==> src/icefl_regs.svh <==
// Register offsets, field positions, reset values and timing counts of the interrupt logic
`ifndef ICEFL_REGS_SVH
`define ICEFL_REGS_SVH

// Register offsets on the CPU register bus
`define ICEFL_FLAGS_FIRST_ADDR   8'h88
`define ICEFL_EN_THIRD_ADDR      8'h9a
`define ICEFL_EN_FIRST_ADDR      8'ha8
`define ICEFL_PRIO_ADDR          8'ha9
`define ICEFL_EN_SECOND_ADDR     8'hb8
`define ICEFL_FLAGS_AUX_ADDR     8'hd9

// Reset values
`define ICEFL_FLAGS_FIRST_RST    8'h05
`define ICEFL_EN_RST             8'h00
`define ICEFL_PRIO_RST           8'h00
`define ICEFL_AUX_RST            6'h00

// First enable register fields
`define ICEFL_GLOBAL_EN_BIT      7
`define ICEFL_SERIAL1_RX_EN_BIT  3
`define ICEFL_SERIAL0_RX_EN_BIT  2
`define ICEFL_CONVERTER_EN_BIT   1
`define ICEFL_RADIO_DONE_EN_BIT  0

// Second enable register fields
`define ICEFL_WATCHDOG_EN_BIT    5
`define ICEFL_PORT_ONE_EN_BIT    4
`define ICEFL_SERIAL1_TX_EN_BIT  3
`define ICEFL_SERIAL0_TX_EN_BIT  2
`define ICEFL_PORT_TWO_EN_BIT    1
`define ICEFL_RADIO_GEN_EN_BIT   0

// Sources: 0 radio done, 1 serial0 rx, 2 converter, 3 serial1/audio rx,
// 4 radio general, 5 port two/usb, 6 serial0 tx, 7 serial1/audio tx, 8 port one, 9 watchdog
`define ICEFL_NSRC               10
`define ICEFL_NHWCLR             4
`define ICEFL_NAUX               6
`define ICEFL_NGROUP             5

// Vector table layout
`define ICEFL_VEC_BASE           16'h0003
`define ICEFL_VEC_STEP           16'h0008

// Timing in clock cycles, one clock per instruction cycle
`define ICEFL_DETECT_CYC         1
`define ICEFL_CALL_CYC           6
`define ICEFL_LATENCY_CYC        (`ICEFL_DETECT_CYC + `ICEFL_CALL_CYC)

`endif
==> src/icefl_pkg.sv <==
// Types shared by both ends of the interrupt logic
package icefl_pkg;
    typedef logic [3:0]  icefl_src_type;
    typedef logic [9:0]  icefl_srcvec_type;
    typedef logic [7:0]  icefl_byte_type;
    typedef logic [15:0] icefl_vec_type;
    typedef logic [2:0]  icefl_cnt_type;
    typedef enum logic [1:0]
    {
        ICEFL_IDLE = 2'b01,
        ICEFL_CALL = 2'b10
    } icefl_state_type;
endpackage : icefl_pkg

==> src/icefl_if.sv <==
// Link between the interrupt logic and the CPU core
`timescale 1ns/10ps
interface icefl_if;
    icefl_pkg::icefl_byte_type sfr_addr;
    icefl_pkg::icefl_byte_type sfr_wdata;
    icefl_pkg::icefl_byte_type sfr_rdata;
    logic                      sfr_wr;
    logic                      sfr_rd;
    logic                      irq_req;
    icefl_pkg::icefl_src_type  irq_src;
    icefl_pkg::icefl_vec_type  irq_vec;
    logic                      irq_ack;
    icefl_pkg::icefl_src_type  irq_ack_src;
    logic                      return_from_irq_instr;

    modport dev (
        input  sfr_addr, sfr_wdata, sfr_wr, sfr_rd, irq_ack, irq_ack_src, return_from_irq_instr,
        output sfr_rdata, irq_req, irq_src, irq_vec
    );
    modport cpu (
        output sfr_addr, sfr_wdata, sfr_wr, sfr_rd, irq_ack, irq_ack_src, return_from_irq_instr,
        input  sfr_rdata, irq_req, irq_src, irq_vec
    );
endinterface : icefl_if

==> src/icefl_dev.sv <==
// Interrupt enable and flag logic: enables, first CPU flag register, selection and service tracking
`timescale 1ns/10ps
`include "icefl_regs.svh"
// Function
// (RL1) Second enable resets zero; bit per source
// (RL2) Bit 1 enables port two and USB
// (RL3) Bit 3 shared by serial1 and audio transmit
// (RL4) Enabled request vectors to its fixed address
// (RL5) Active service pre-empted only by higher priority
// (RL6) Return instruction ends the service
// (RL7) Request sets flag regardless of enable
// (RL8) Enabled flag acknowledged by forced long call
// (RL9) Lower or equal request waits while serviced
// (RL10) Least latency: one detect, six call cycles
// (RL11) Software clears CPU flag before module flag
// (RL12) Port requests removed by clearing module flag
// (RL13) Four flags here hardware-cleared on vectoring
// (RL14) Module flag clear re-raises remaining enabled flags
// (RL15) Bit 7 serial1/audio receive, cleared on vectoring
// (RL16) Bit 5 converter request, cleared on vectoring
// (RL17) Bit 3 serial0 receive, cleared on vectoring
// (RL18) Bit 1 radio done, cleared on vectoring
// (RL19) Bits 2,0 reset one; 6,4 zero
// (RL20) Software best clears one module flag per entry
// (RL21) Global enable bit 7 gates every acknowledgement; here it gates only the request, so a call already begun is still acknowledged
// (RL22) Same-priority ties resolved by fixed polling order
module icefl_dev (
    // Clock and reset
    input  wire logic                      MCLK,
    input  wire logic                      SRST,
    // Link to the CPU core
    icefl_if.dev                           cpu,
    // Peripheral request pulses: one per source, plus USB and audio events on shared sources
    input  wire logic [9:0]                EVT,
    input  wire logic                      USB_EVT,
    input  wire logic                      AUDIO_TX_EVT,
    input  wire logic                      AUDIO_RX_EVT,
    // Module flag levels, one per source
    input  wire logic [9:0]                MOD_FLAG,
    // Status
    output icefl_pkg::icefl_srcvec_type    CPU_FLAGS,
    output logic [1:0]                     IN_SERVICE
);
    icefl_pkg::icefl_byte_type    flags_first_q;
    icefl_pkg::icefl_byte_type    flags_first_d;
    logic [5:0]                   aux_q;
    logic [5:0]                   aux_d;
    icefl_pkg::icefl_byte_type    en_first_q;
    icefl_pkg::icefl_byte_type    en_second_q;
    icefl_pkg::icefl_byte_type    en_third_q;
    icefl_pkg::icefl_byte_type    prio_q;
    icefl_pkg::icefl_srcvec_type  mod_prev_q;
    logic                         act_hi_q;
    logic                         act_lo_q;
    logic                         req_hi_q;
    icefl_pkg::icefl_byte_type    rd_mux;

    // Address decode, shared by the write strobes and the read mux
    function automatic logic reg_hit(input logic [7:0] addr, input logic [7:0] offset);
        reg_hit = (addr == offset);
    endfunction : reg_hit

    // Lowest index wins among the set bits
    function automatic icefl_pkg::icefl_src_type first_set(input icefl_pkg::icefl_srcvec_type v);
        first_set = 4'h0;
        for (int i = `ICEFL_NSRC - 1; i >= 0; i--)
        begin
            if (v[i])
            begin
                first_set = 4'(i);
            end
        end
    endfunction : first_set

    wire hit_flags = reg_hit(cpu.sfr_addr, `ICEFL_FLAGS_FIRST_ADDR);
    wire hit_en1   = reg_hit(cpu.sfr_addr, `ICEFL_EN_FIRST_ADDR);
    wire hit_en2   = reg_hit(cpu.sfr_addr, `ICEFL_EN_SECOND_ADDR);
    wire hit_en3   = reg_hit(cpu.sfr_addr, `ICEFL_EN_THIRD_ADDR);
    wire hit_prio  = reg_hit(cpu.sfr_addr, `ICEFL_PRIO_ADDR);
    wire hit_aux   = reg_hit(cpu.sfr_addr, `ICEFL_FLAGS_AUX_ADDR);

    wire wr_flags  = cpu.sfr_wr & hit_flags;
    wire wr_aux    = cpu.sfr_wr & hit_aux;

    // Shared enables: one request line per enable bit
    wire [9:0] evt_v = EVT | {2'b00, AUDIO_TX_EVT, 1'b0, USB_EVT, 1'b0, AUDIO_RX_EVT, 3'b000}; // RL2 RL3

    // Per-source enables in source order
    wire [9:0] en_v = {en_second_q[`ICEFL_WATCHDOG_EN_BIT],
                       en_second_q[`ICEFL_PORT_ONE_EN_BIT],
                       en_second_q[`ICEFL_SERIAL1_TX_EN_BIT],
                       en_second_q[`ICEFL_SERIAL0_TX_EN_BIT],
                       en_second_q[`ICEFL_PORT_TWO_EN_BIT],
                       en_second_q[`ICEFL_RADIO_GEN_EN_BIT],
                       en_first_q[`ICEFL_SERIAL1_RX_EN_BIT],
                       en_first_q[`ICEFL_CONVERTER_EN_BIT],
                       en_first_q[`ICEFL_SERIAL0_RX_EN_BIT],
                       en_first_q[`ICEFL_RADIO_DONE_EN_BIT]};                 // RL1

    // A falling module flag re-checks every module flag still enabled and set
    wire       mod_cleared = |(mod_prev_q & ~MOD_FLAG);                       // RL14
    wire [9:0] reraise_v   = mod_cleared ? (MOD_FLAG & en_v) : 10'h000;       // RL14 RL12
    wire [9:0] set_v       = evt_v | reraise_v;                               // RL7

    wire [9:0] ack_v = cpu.irq_ack ? 10'(10'h001 << cpu.irq_ack_src) : 10'h000;

    wire [9:0] flags_v = {aux_q, flags_first_q[7], flags_first_q[5], flags_first_q[3], flags_first_q[1]};

    // Priority: one bit per pair of sources
    wire [9:0] prio_v;
    genvar g;
    generate
        for (g = 0; g < `ICEFL_NSRC; g++)
        begin : g_prio
            assign prio_v[g] = prio_q[g / 2];
        end
    endgenerate

    wire [9:0] pend_v  = flags_v & en_v & {10{en_first_q[`ICEFL_GLOBAL_EN_BIT]}}; // RL21 RL4
    wire [9:0] hi_pend = pend_v & prio_v;
    wire [9:0] lo_pend = pend_v & ~prio_v;
    wire       any_hi  = |hi_pend;
    wire       any_lo  = |lo_pend;

    // A high request may pre-empt a low service; nothing pre-empts a high one
    wire take_hi = any_hi & ~act_hi_q;                                        // RL5 RL9
    wire take_lo = any_lo & ~act_hi_q & ~act_lo_q;                            // RL9
    wire req_d   = (take_hi | take_lo) & ~cpu.irq_ack;

    wire icefl_pkg::icefl_src_type src_d = any_hi ? first_set(hi_pend) : first_set(lo_pend); // RL22
    wire icefl_pkg::icefl_vec_type vec_d = 16'(`ICEFL_VEC_BASE + 16'(src_d) * `ICEFL_VEC_STEP); // RL4

    wire ack_hi = cpu.irq_ack & prio_v[cpu.irq_ack_src];

    // Writes land first, hardware clear next, a set always wins
    always_comb
    begin
        flags_first_d = wr_flags ? cpu.sfr_wdata : flags_first_q;
        for (int i = 0; i < `ICEFL_NHWCLR; i++)
        begin
            if (ack_v[i])
            begin
                flags_first_d[2 * i + 1] = 1'b0;                              // RL13 RL15 RL16 RL17 RL18
            end
            if (set_v[i])
            begin
                flags_first_d[2 * i + 1] = 1'b1;                              // RL7
            end
        end
    end

    // Flags of the remaining sources are cleared by software only
    assign aux_d = (wr_aux ? cpu.sfr_wdata[5:0] : aux_q) | set_v[9:4];        // RL7 RL11

    always_comb
    begin
        rd_mux = 8'h00;
        if (hit_flags)
        begin
            rd_mux = flags_first_q;
        end
        else if (hit_en1)
        begin
            rd_mux = en_first_q;
        end
        else if (hit_en2)
        begin
            rd_mux = en_second_q;
        end
        else if (hit_en3)
        begin
            rd_mux = en_third_q;
        end
        else if (hit_prio)
        begin
            rd_mux = {3'b000, prio_q[4:0]};
        end
        else if (hit_aux)
        begin
            rd_mux = {2'b00, aux_q};
        end
    end

    // Register file
    always_ff @(posedge MCLK)
    begin
        if (SRST)
        begin
            flags_first_q <= `ICEFL_FLAGS_FIRST_RST;                          // RL19
            aux_q         <= `ICEFL_AUX_RST;
            en_first_q    <= `ICEFL_EN_RST;
            en_second_q   <= `ICEFL_EN_RST;                                   // RL1
            en_third_q    <= `ICEFL_EN_RST;
            prio_q        <= `ICEFL_PRIO_RST;
            cpu.sfr_rdata <= 8'h00;
        end
        else
        begin
            flags_first_q <= flags_first_d;
            aux_q         <= aux_d;
            en_first_q    <= (cpu.sfr_wr & hit_en1) ? cpu.sfr_wdata : en_first_q;
            en_second_q   <= (cpu.sfr_wr & hit_en2) ? cpu.sfr_wdata : en_second_q; // RL1
            en_third_q    <= (cpu.sfr_wr & hit_en3) ? cpu.sfr_wdata : en_third_q;
            prio_q        <= (cpu.sfr_wr & hit_prio) ? {3'b000, cpu.sfr_wdata[4:0]} : prio_q;
            cpu.sfr_rdata <= cpu.sfr_rd ? rd_mux : cpu.sfr_rdata;
        end
    end

    // Request detection and service tracking
    always_ff @(posedge MCLK)
    begin
        if (SRST)
        begin
            mod_prev_q  <= 10'h000;
            cpu.irq_req <= 1'b0;
            cpu.irq_src <= 4'h0;
            cpu.irq_vec <= 16'h0000;
            req_hi_q    <= 1'b0;
            act_hi_q    <= 1'b0;
            act_lo_q    <= 1'b0;
            CPU_FLAGS   <= 10'h000;
            IN_SERVICE  <= 2'b00;
        end
        else
        begin
            mod_prev_q  <= MOD_FLAG;
            cpu.irq_req <= req_d;                                             // RL8 RL10
            cpu.irq_src <= src_d;
            cpu.irq_vec <= vec_d;                                             // RL4
            req_hi_q    <= any_hi;
            act_hi_q    <= (act_hi_q & ~cpu.return_from_irq_instr) | ack_hi;                   // RL5 RL6
            act_lo_q    <= (act_lo_q & ~(cpu.return_from_irq_instr & ~act_hi_q)) | (cpu.irq_ack & ~ack_hi); // RL6
            CPU_FLAGS   <= flags_v;
            IN_SERVICE  <= {act_hi_q, act_lo_q};
        end
    end
endmodule : icefl_dev

==> src/flat_wrapper.sv <==
// flat-port wrapper written by rule: the top's interface ports become plain ports
module icefl_dev_flat 
  (MCLK, SRST, EVT, USB_EVT, AUDIO_TX_EVT, AUDIO_RX_EVT, MOD_FLAG, CPU_FLAGS, IN_SERVICE, cpu_sfr_addr, cpu_sfr_wdata, cpu_sfr_wr, cpu_sfr_rd, cpu_irq_ack, cpu_irq_ack_src, cpu_return_from_irq_instr, cpu_sfr_rdata, cpu_irq_req, cpu_irq_src, cpu_irq_vec);
  icefl_if cpu_i ();
  input  wire logic MCLK;
  input  wire logic SRST;
  input  wire logic [9:0] EVT;
  input  wire logic USB_EVT;
  input  wire logic AUDIO_TX_EVT;
  input  wire logic AUDIO_RX_EVT;
  input  wire logic [9:0] MOD_FLAG;
  output icefl_pkg::icefl_srcvec_type CPU_FLAGS;
  output logic [1:0] IN_SERVICE;
  input wire logic [$bits(cpu_i.sfr_addr)-1:0] cpu_sfr_addr;
  input wire logic [$bits(cpu_i.sfr_wdata)-1:0] cpu_sfr_wdata;
  input wire logic [$bits(cpu_i.sfr_wr)-1:0] cpu_sfr_wr;
  input wire logic [$bits(cpu_i.sfr_rd)-1:0] cpu_sfr_rd;
  input wire logic [$bits(cpu_i.irq_ack)-1:0] cpu_irq_ack;
  input wire logic [$bits(cpu_i.irq_ack_src)-1:0] cpu_irq_ack_src;
  input wire logic [$bits(cpu_i.return_from_irq_instr)-1:0] cpu_return_from_irq_instr;
  output wire logic [$bits(cpu_i.sfr_rdata)-1:0] cpu_sfr_rdata;
  output wire logic [$bits(cpu_i.irq_req)-1:0] cpu_irq_req;
  output wire logic [$bits(cpu_i.irq_src)-1:0] cpu_irq_src;
  output wire logic [$bits(cpu_i.irq_vec)-1:0] cpu_irq_vec;
  assign cpu_i.sfr_addr = cpu_sfr_addr;
  assign cpu_i.sfr_wdata = cpu_sfr_wdata;
  assign cpu_i.sfr_wr = cpu_sfr_wr;
  assign cpu_i.sfr_rd = cpu_sfr_rd;
  assign cpu_i.irq_ack = cpu_irq_ack;
  assign cpu_i.irq_ack_src = cpu_irq_ack_src;
  assign cpu_i.return_from_irq_instr = cpu_return_from_irq_instr;
  assign cpu_sfr_rdata = cpu_i.sfr_rdata;
  assign cpu_irq_req = cpu_i.irq_req;
  assign cpu_irq_src = cpu_i.irq_src;
  assign cpu_irq_vec = cpu_i.irq_vec;
  icefl_dev u_core (.MCLK(MCLK), .SRST(SRST), .cpu(cpu_i), .EVT(EVT), .USB_EVT(USB_EVT), .AUDIO_TX_EVT(AUDIO_TX_EVT), .AUDIO_RX_EVT(AUDIO_RX_EVT), .MOD_FLAG(MOD_FLAG), .CPU_FLAGS(CPU_FLAGS), .IN_SERVICE(IN_SERVICE));
endmodule
==> config.mk <==
export PLATFORM = sky130hd
export DESIGN_NAME = icefl_dev_flat
export DESIGN_NICKNAME = d
export VERILOG_FILES = /design/src/icefl_pkg.sv /design/src/icefl_if.sv /design/src/icefl_dev.sv /design/src/flat_wrapper.sv
export VERILOG_INCLUDE_DIRS = /design/src
export SDC_FILE = /design/constraint.sdc
export NUM_CORES = 1
export LEC_CHECK = 0
export BUFFER_PORTS_ARGS = -buffer_cell sky130_fd_sc_hd__buf_2
export CAP_MARGIN = 20
export CORE_MARGIN = 2
export CORE_UTILIZATION = 54
export DETAILED_ROUTE_END_ITERATION = 8
export GPL_ROUTABILITY_DRIVEN = 0
export GPL_TIMING_DRIVEN = 0
export PLACE_DENSITY_LB_ADDON = 0.25
export SLEW_MARGIN = 20
export SYNTH_ARGS = -nofsm -noshare
export SYNTH_HDL_FRONTEND = slang
export SYNTH_SLANG_ARGS = --single-unit
==> constraint.sdc <==
create_clock -name MCLK -period 2.4 [get_ports MCLK]
set_clock_uncertainty 0.2 [all_clocks]
set_input_delay 0.48 -clock MCLK [delete_from_list [all_inputs] [get_ports MCLK]]
set_output_delay 0.48 -clock MCLK [all_outputs]
set_load 0.005 [all_outputs]
---- Word-level counts from Yosys, hierarchy flattened ----
Cells that the tools add are included.
cells by class
  equality and inequality tests ........... 6
  shifts and indexed selects .............. 1
  bitwise logic cells ..................... 35
  reduce and logical (&&, ||, !) cells .... 7
  add/sub/neg operators ................... 1
  order comparisons ....................... 1
  muxes and demuxes ....................... 41
operators with widths
  kind                   count
  $mux W4                22
  $and A10 B10 Y10       6
  $eq A8 B8 Y1 const B   6
  $mux W8                6
  $reduce_or A10 Y1      3
  $not A10 Y10           2
  $and A1 B1 Y1          15
  $mux W6                2
  $reduce_bool A3 Y1     4
  $mux W10               1
  $or A10 B10 Y10        1
  $or A10 B8 Y10         1
  $mux W1                9
  $add A2 B7 Y8 const A  1
  $not A1 Y1             6
  $or A6 B6 Y6           1
  $lt A4 B5 Y1 const B   1
  $bmux W1 S4            1
  $shl A1 B4 Y4 const A  1
  $or A1 B1 Y1           3
word-level totals
  bits in registers ....................... 96
  output and inout bits ................... 41
  input port bits ......................... 49
  logic and storage cells ................. 111

---- Longest topological paths before layout ----
  word-level depth ........................ 15
  depth in mapped cells ................... 8
  gate-level depth less buffers ........... 5

---- Worst setup path before layout ----
Ideal clock, no wire load.
  kind .................................... in2reg
  start point ............................. input port cpu_sfr_addr[5]
  end point ............................... register u_core.aux_q[0]
  data arrival time ....................... 1609 ps
  cell stages on the path ................. 6
  path slack .............................. 459 ps
  data required time ...................... 2068 ps
  path buffers ............................ 1
  setup time .............................. 132 ps
  cells stage by stage .................... buf_2 -> nand2b_1 -> nor4_4 -> nand2_2 -> mux2i_1 -> a21oi_1
between the ends
  cells in the longest elaborated chain, start to end .. 4
ends and longest elaborated chain
  what                    RTL line            text
  start: declaration      flat_wrapper.sv:14  input wire logic [$bits(cpu_i.sfr_addr)-1:0] cpu_sfr_addr;
  $eq A8 B8 Y1            icefl_dev.sv:60     reg_hit = (addr == offset);
  $and A1 B1 Y1           icefl_dev.sv:83     wire wr_aux = cpu.sfr_wr & hit_aux;
  $mux W6                 icefl_dev.sv:153    assign aux_d = (wr_aux ? cpu.sfr_wdata[5:0] : aux_q) | set_v[9:4];
  $or A6 B6 Y6            icefl_dev.sv:153
  end signal: assignment  icefl_dev.sv:190    aux_q <= `ICEFL_AUX_RST;
  end signal: assignment  icefl_dev.sv:200    aux_q <= aux_d;
  end: declaration        icefl_dev.sv:46     logic [5:0] aux_q;
Every way passes these cells.
A chain may end at the register's enable or synchronous reset.

---- Worst setup path after layout ----
  start point ............................. register u_core.en_first_q[7]
  end point ............................... register u_core.cpu.irq_src[0]
between the ends
  cells in the longest elaborated chain, start to end .. 13
  elaborated cells between the ends (all ways) .. 25
  those cells by class .................... 21 x mux; 3 x bitwise; 1 x reduce/logical
ends and longest elaborated chain
  what                                        RTL line                            text
  start: declaration                          icefl_dev.sv:48                     icefl_pkg::icefl_byte_type en_first_q;
  start signal: assignment                    icefl_dev.sv:191                    en_first_q <= `ICEFL_EN_RST;
  start signal: assignment                    icefl_dev.sv:201                    en_first_q <= (cpu.sfr_wr & hit_en1) ? cpu.sfr_wdata : en_first_q;
  $and A10 B10 Y10 (*)                        icefl_dev.sv:119                    wire [9:0] pend_v = flags_v & en_v & {10{en_first_q[`ICEFL_GLOBAL_EN_BIT]}};
  $and A10 B10 Y10, on equally long branches  icefl_dev.sv:121, icefl_dev.sv:120
  $mux W4 (10 in series)                      icefl_dev.sv:68                     if (v[i])
  $mux W4 (*)                                 icefl_dev.sv:130                    wire icefl_pkg::icefl_src_type src_d = any_hi ? first_set(hi_pend) : first_set(lo_pend);
  end signal: assignment                      icefl_dev.sv:228                    cpu.irq_src <= src_d;
  end: declaration                            icefl_if.sv:18                      output sfr_rdata, irq_req, irq_src, irq_vec
Every way passes the cells marked *; elsewhere a longest branch is shown, timed or not.

==> impl_results.md <==
- Synth area leader: dfxtp_1
- Peak Freq: roughly 0.5 GHz
- Synth warn: 0
- Seq/Total Area, Yosys: 40.78%
- Max Slew Vio Count: 0
- Syn Std Cell Area: 3976 um^2
- Yosys reg bits: about 80
- CTS Buf Count: 9
- Vias per cell: 5.922
- R2r worst-path depth: 6
- Largest family of logic cells by synthesized area: simple AND/OR/NAND/NOR gates
- Clock network fraction of total power: 41.5%
- CTS tree: yes
- Largest net degree at the start of global routing: 16
- Post-synth EDFFs: 0
- Vias in the first global route: 3639
- Post-CTS Resized: 0
- Combinational power share: 8.7%
- Maximum VDD drop: 438.4 uV
- Number of fill cells: between 600 and 700
- Routed Antenna Nets: 0
- Mux share of post-synthesis cell area: roughly a tenth
- Slew Limit Headroom: 54.63%
- DR vias: 3938
- Simple-gate share of the synthesized area: about a quarter
- Clock Path Buffers: 2
- Register Area: roughly 1600 um^2
- Ant. Diodes: 0
- Clock latency on the worst-skew pair: roughly 0.36 ns
- Required time of the critical path: 2.46 ns
- Synth cell count leaders: 81 x dfxtp_1, 51 x nand2_1, 41 x nor2_1, 35 x mux2i_1, 33 x a21oi_1
- Switching share of power: between 20 and 30%
- Congestion Overflow GR: 0
- Power per cell area: between 500 and 600 nW/um^2
- Endpoints failing hold: 0
- Cells after synthesis: 464
- Final #Nets: between 600 and 700
- Initial Util: approximately 55%
- Die Area: between 8000 and 9000 um^2
- Worst flop-to-flop path endpoint: u_core.cpu.irq_src[0]
- Root Buffer Master: clkbuf_8
- Row cnt: 31
- DPL Wire Length: 8187 um
- Maxcap violations: 0
- Distinct cell type count after synthesis: 62
- WP data arrival: 2.10 ns
- Synth Area in Compound Gates: 18.00%
- Layout cell share with drive strength beyond 1: a little under a quarter
- Setup crit start kind: register
- Adder-Cell Fraction of Synth Area: 0%
- Post-synth ARST share: 0%
- Sequential Power Share: between 40% and 50%
- Worst Hold End: u_core.aux_q[0]
- NetSw: 722.3 uW
- H-tree levels: 3
- Post-Synth XOR/XNOR Area: 0%
- Worst Hold Class: in2reg
- Fin crit share: 85.19%
- Min Tclk post-route: 2.044 ns
- All-Layer GR Usage: around 28%
- First-pass GRT wire length: roughly 18000 um
- Worst setup EP type: register
- DRC: 0
- Cts hold-fix bufs: 0
- Setup WS post-layout: 0.3555 ns
- Initial DRT Pass Iterations: 6
- Worst reg2reg setup slack: 0.36 ns
- Unrepaired setup endpoints after global routing: no
- Crit Reg-Reg Startpoint: u_core.en_first_q[7]
- Chip Height: roughly 90 um
- Pleak: about 2.1 nW
- Initial antenna violation count: 0
- Pre-CTS setup slack: 0.1756 ns
- Routed Wire Length: 11100 um
- Outcome: complete, no violations
- Multi-input gate area: 2111 um^2
- Drt wl/cell: 16.69 um
- WHS Path Cells: 3
- Postcts setup bufs: 0
- CP max FO: 10
- Clock Sinks: 81
- Share of the synthesized area in the top cell type: between 40% and 50%
- Top-count cell post-synth: dfxtp_1
- Top post-synthesis cells by area: dfxtp_1 41%, mux2i_1 8.8%, nor2b_1 4.9%, nand2_1 4.8%, a21oi_1 4.2%
- Setup violations, final: 0
- Main synth FF type: dfxtp_1
- Top Ports: 90
- CP Class: reg2reg
- Drt first-iter violations: 529
- Worst-Margin Slew: roughly 0.7 ns
- Port Buf Inserts: 77
- Hold_sp: EVT[4]
- Syn avg cell area: 8.570 um^2
- Core area: 7176 um^2
- Area Growth Syn to Fin: 19.60%
- Setup total negative slack: 0 ns
- Internal Pwr Total: 2.112 mW
- Worst-path clk slew: 0.09 ns
- Die width: 89.81 um
## worst max-delay path by stage
stage / cells past startpoint / end / startpoint
CTS: 6 / u_core.cpu.irq_src[0] / u_core.en_first_q[7]
finish: 6 / u_core.cpu.irq_src[0] / u_core.en_first_q[7]
floorplan: 6 / u_core.aux_q[0] / cpu_sfr_addr[5]
global placement: 6 / u_core.en_second_q[7] / cpu_sfr_addr[6]
detailed placement: 6 / u_core.en_second_q[7] / cpu_sfr_addr[6]
global route: 6 / u_core.cpu.irq_src[0] / u_core.en_first_q[7]
## kinds of logic (layout without fill, tap and decap cells)
| group | after synthesis | in the layout |
|---|---|---|
| AOI/OAI and AO/OA | 108 | 108 |
| buffers and inverters | 55 | 148 |
| DFF | 81 | 81 |
| muxes | 40 | 40 |
| other | 1 | 10 |
| and+or+nand+nor | 179 | 179 |
## layer usage
| layer | share of wire, % | track usage [%] |
|---|---|---|
| met1 | 41 | 37.19 |
| met2 | 44 | 43.12 |
| met3 | 9.9 | 4.862 |
| met4 | 5.3 | 16.41 |
| met5 | 0 | 0 |
## per-stage QoR
step | power (mW) | util, % | cells | instance area [um^2] | hold slack, ns
2_1_floorplan | 1.562 | - | 473 | 4010 | 0.2319
6_report | 2.834 | 66.28 | 665 | 4756 | 0.1564
4_1_cts | 2.835 | 66.28 | 665 | 4756 | 0.1492
3_3_place_gp | 1.677 | 62.98 | 649 | 4519 | 0.2421
5_1_grt | 2.930 | 66.28 | 665 | 4756 | 0.1711
3_5_place_dp | 1.683 | 62.98 | 649 | 4519 | 0.2482
## placed cells by master, fill, tap and decap left out, drive strengths merged, types with 2 or more instances in the layout
cell,n
nand3b,4
nand3,14
nor4,2
mux2i,35
clkbuf,25
nor3,4
a31oi,14
o2bb2ai,3
clkinv,5
mux2,4
a32o,2
bufinv,2
and2,3
a311oi,4
buf,101
inv,14
nor2b,31
dfxtp,81
a22o,4
a21oi,33
o21ai,15
and3,5
nand2,52
o2111ai,2
a31o,2
a211oi,3
nand2b,11
a221oi,5
nand4,4
conb,10
a221o,2
nor2,41
o22ai,8
## sequential cells by signal, indices dropped and copies added (netlist names), 2 cells and up
| name | count |
|---|---|
| u_core.prio_q | 5 |
| u_core.mod_prev_q | 10 |
| u_core.CPU_FLAGS | 10 |
| u_core.flags_first_q | 8 |
| u_core.en_second_q | 8 |
| u_core.IN_SERVICE | 2 |
| u_core.cpu.irq_src | 4 |
| u_core.aux_q | 6 |
| u_core.en_first_q | 8 |
| u_core.en_third_q | 8 |
| u_core.cpu.sfr_rdata | 8 |
## critical path, cell delays in order, from the launching register on
cell and delay, ns:
dfxtp_1 0.31, clkbuf_1 0.32, clkbuf_1 0.42, nand4_1 0.15
a32oi_1 0.31, o21ai_0 0.15, o41ai_1 0.08
## power by group through the flow
stage,clock [mW],combinational (mW),sequential [mW]
floorplan,0,0.134,1.43
global placement,0,0.239,1.44
detailed placement,0,0.243,1.44
CTS,1.18,0.245,1.41
global route,1.25,0.271,1.41
finish,1.18,0.248,1.41
## cell type report
type                            count  area share, %
Multi-Input combinational cell    337          44.38
Clock inverter                      6          2.078
Tap cell                           99          2.605
Sequential cell                    81          34.10
Timing Repair Buffer               77          8.103
Inverter                           16          1.263
Buffer                             39          4.578
Clock buffer                       10          2.894
(Power assumes the default switching activity.)
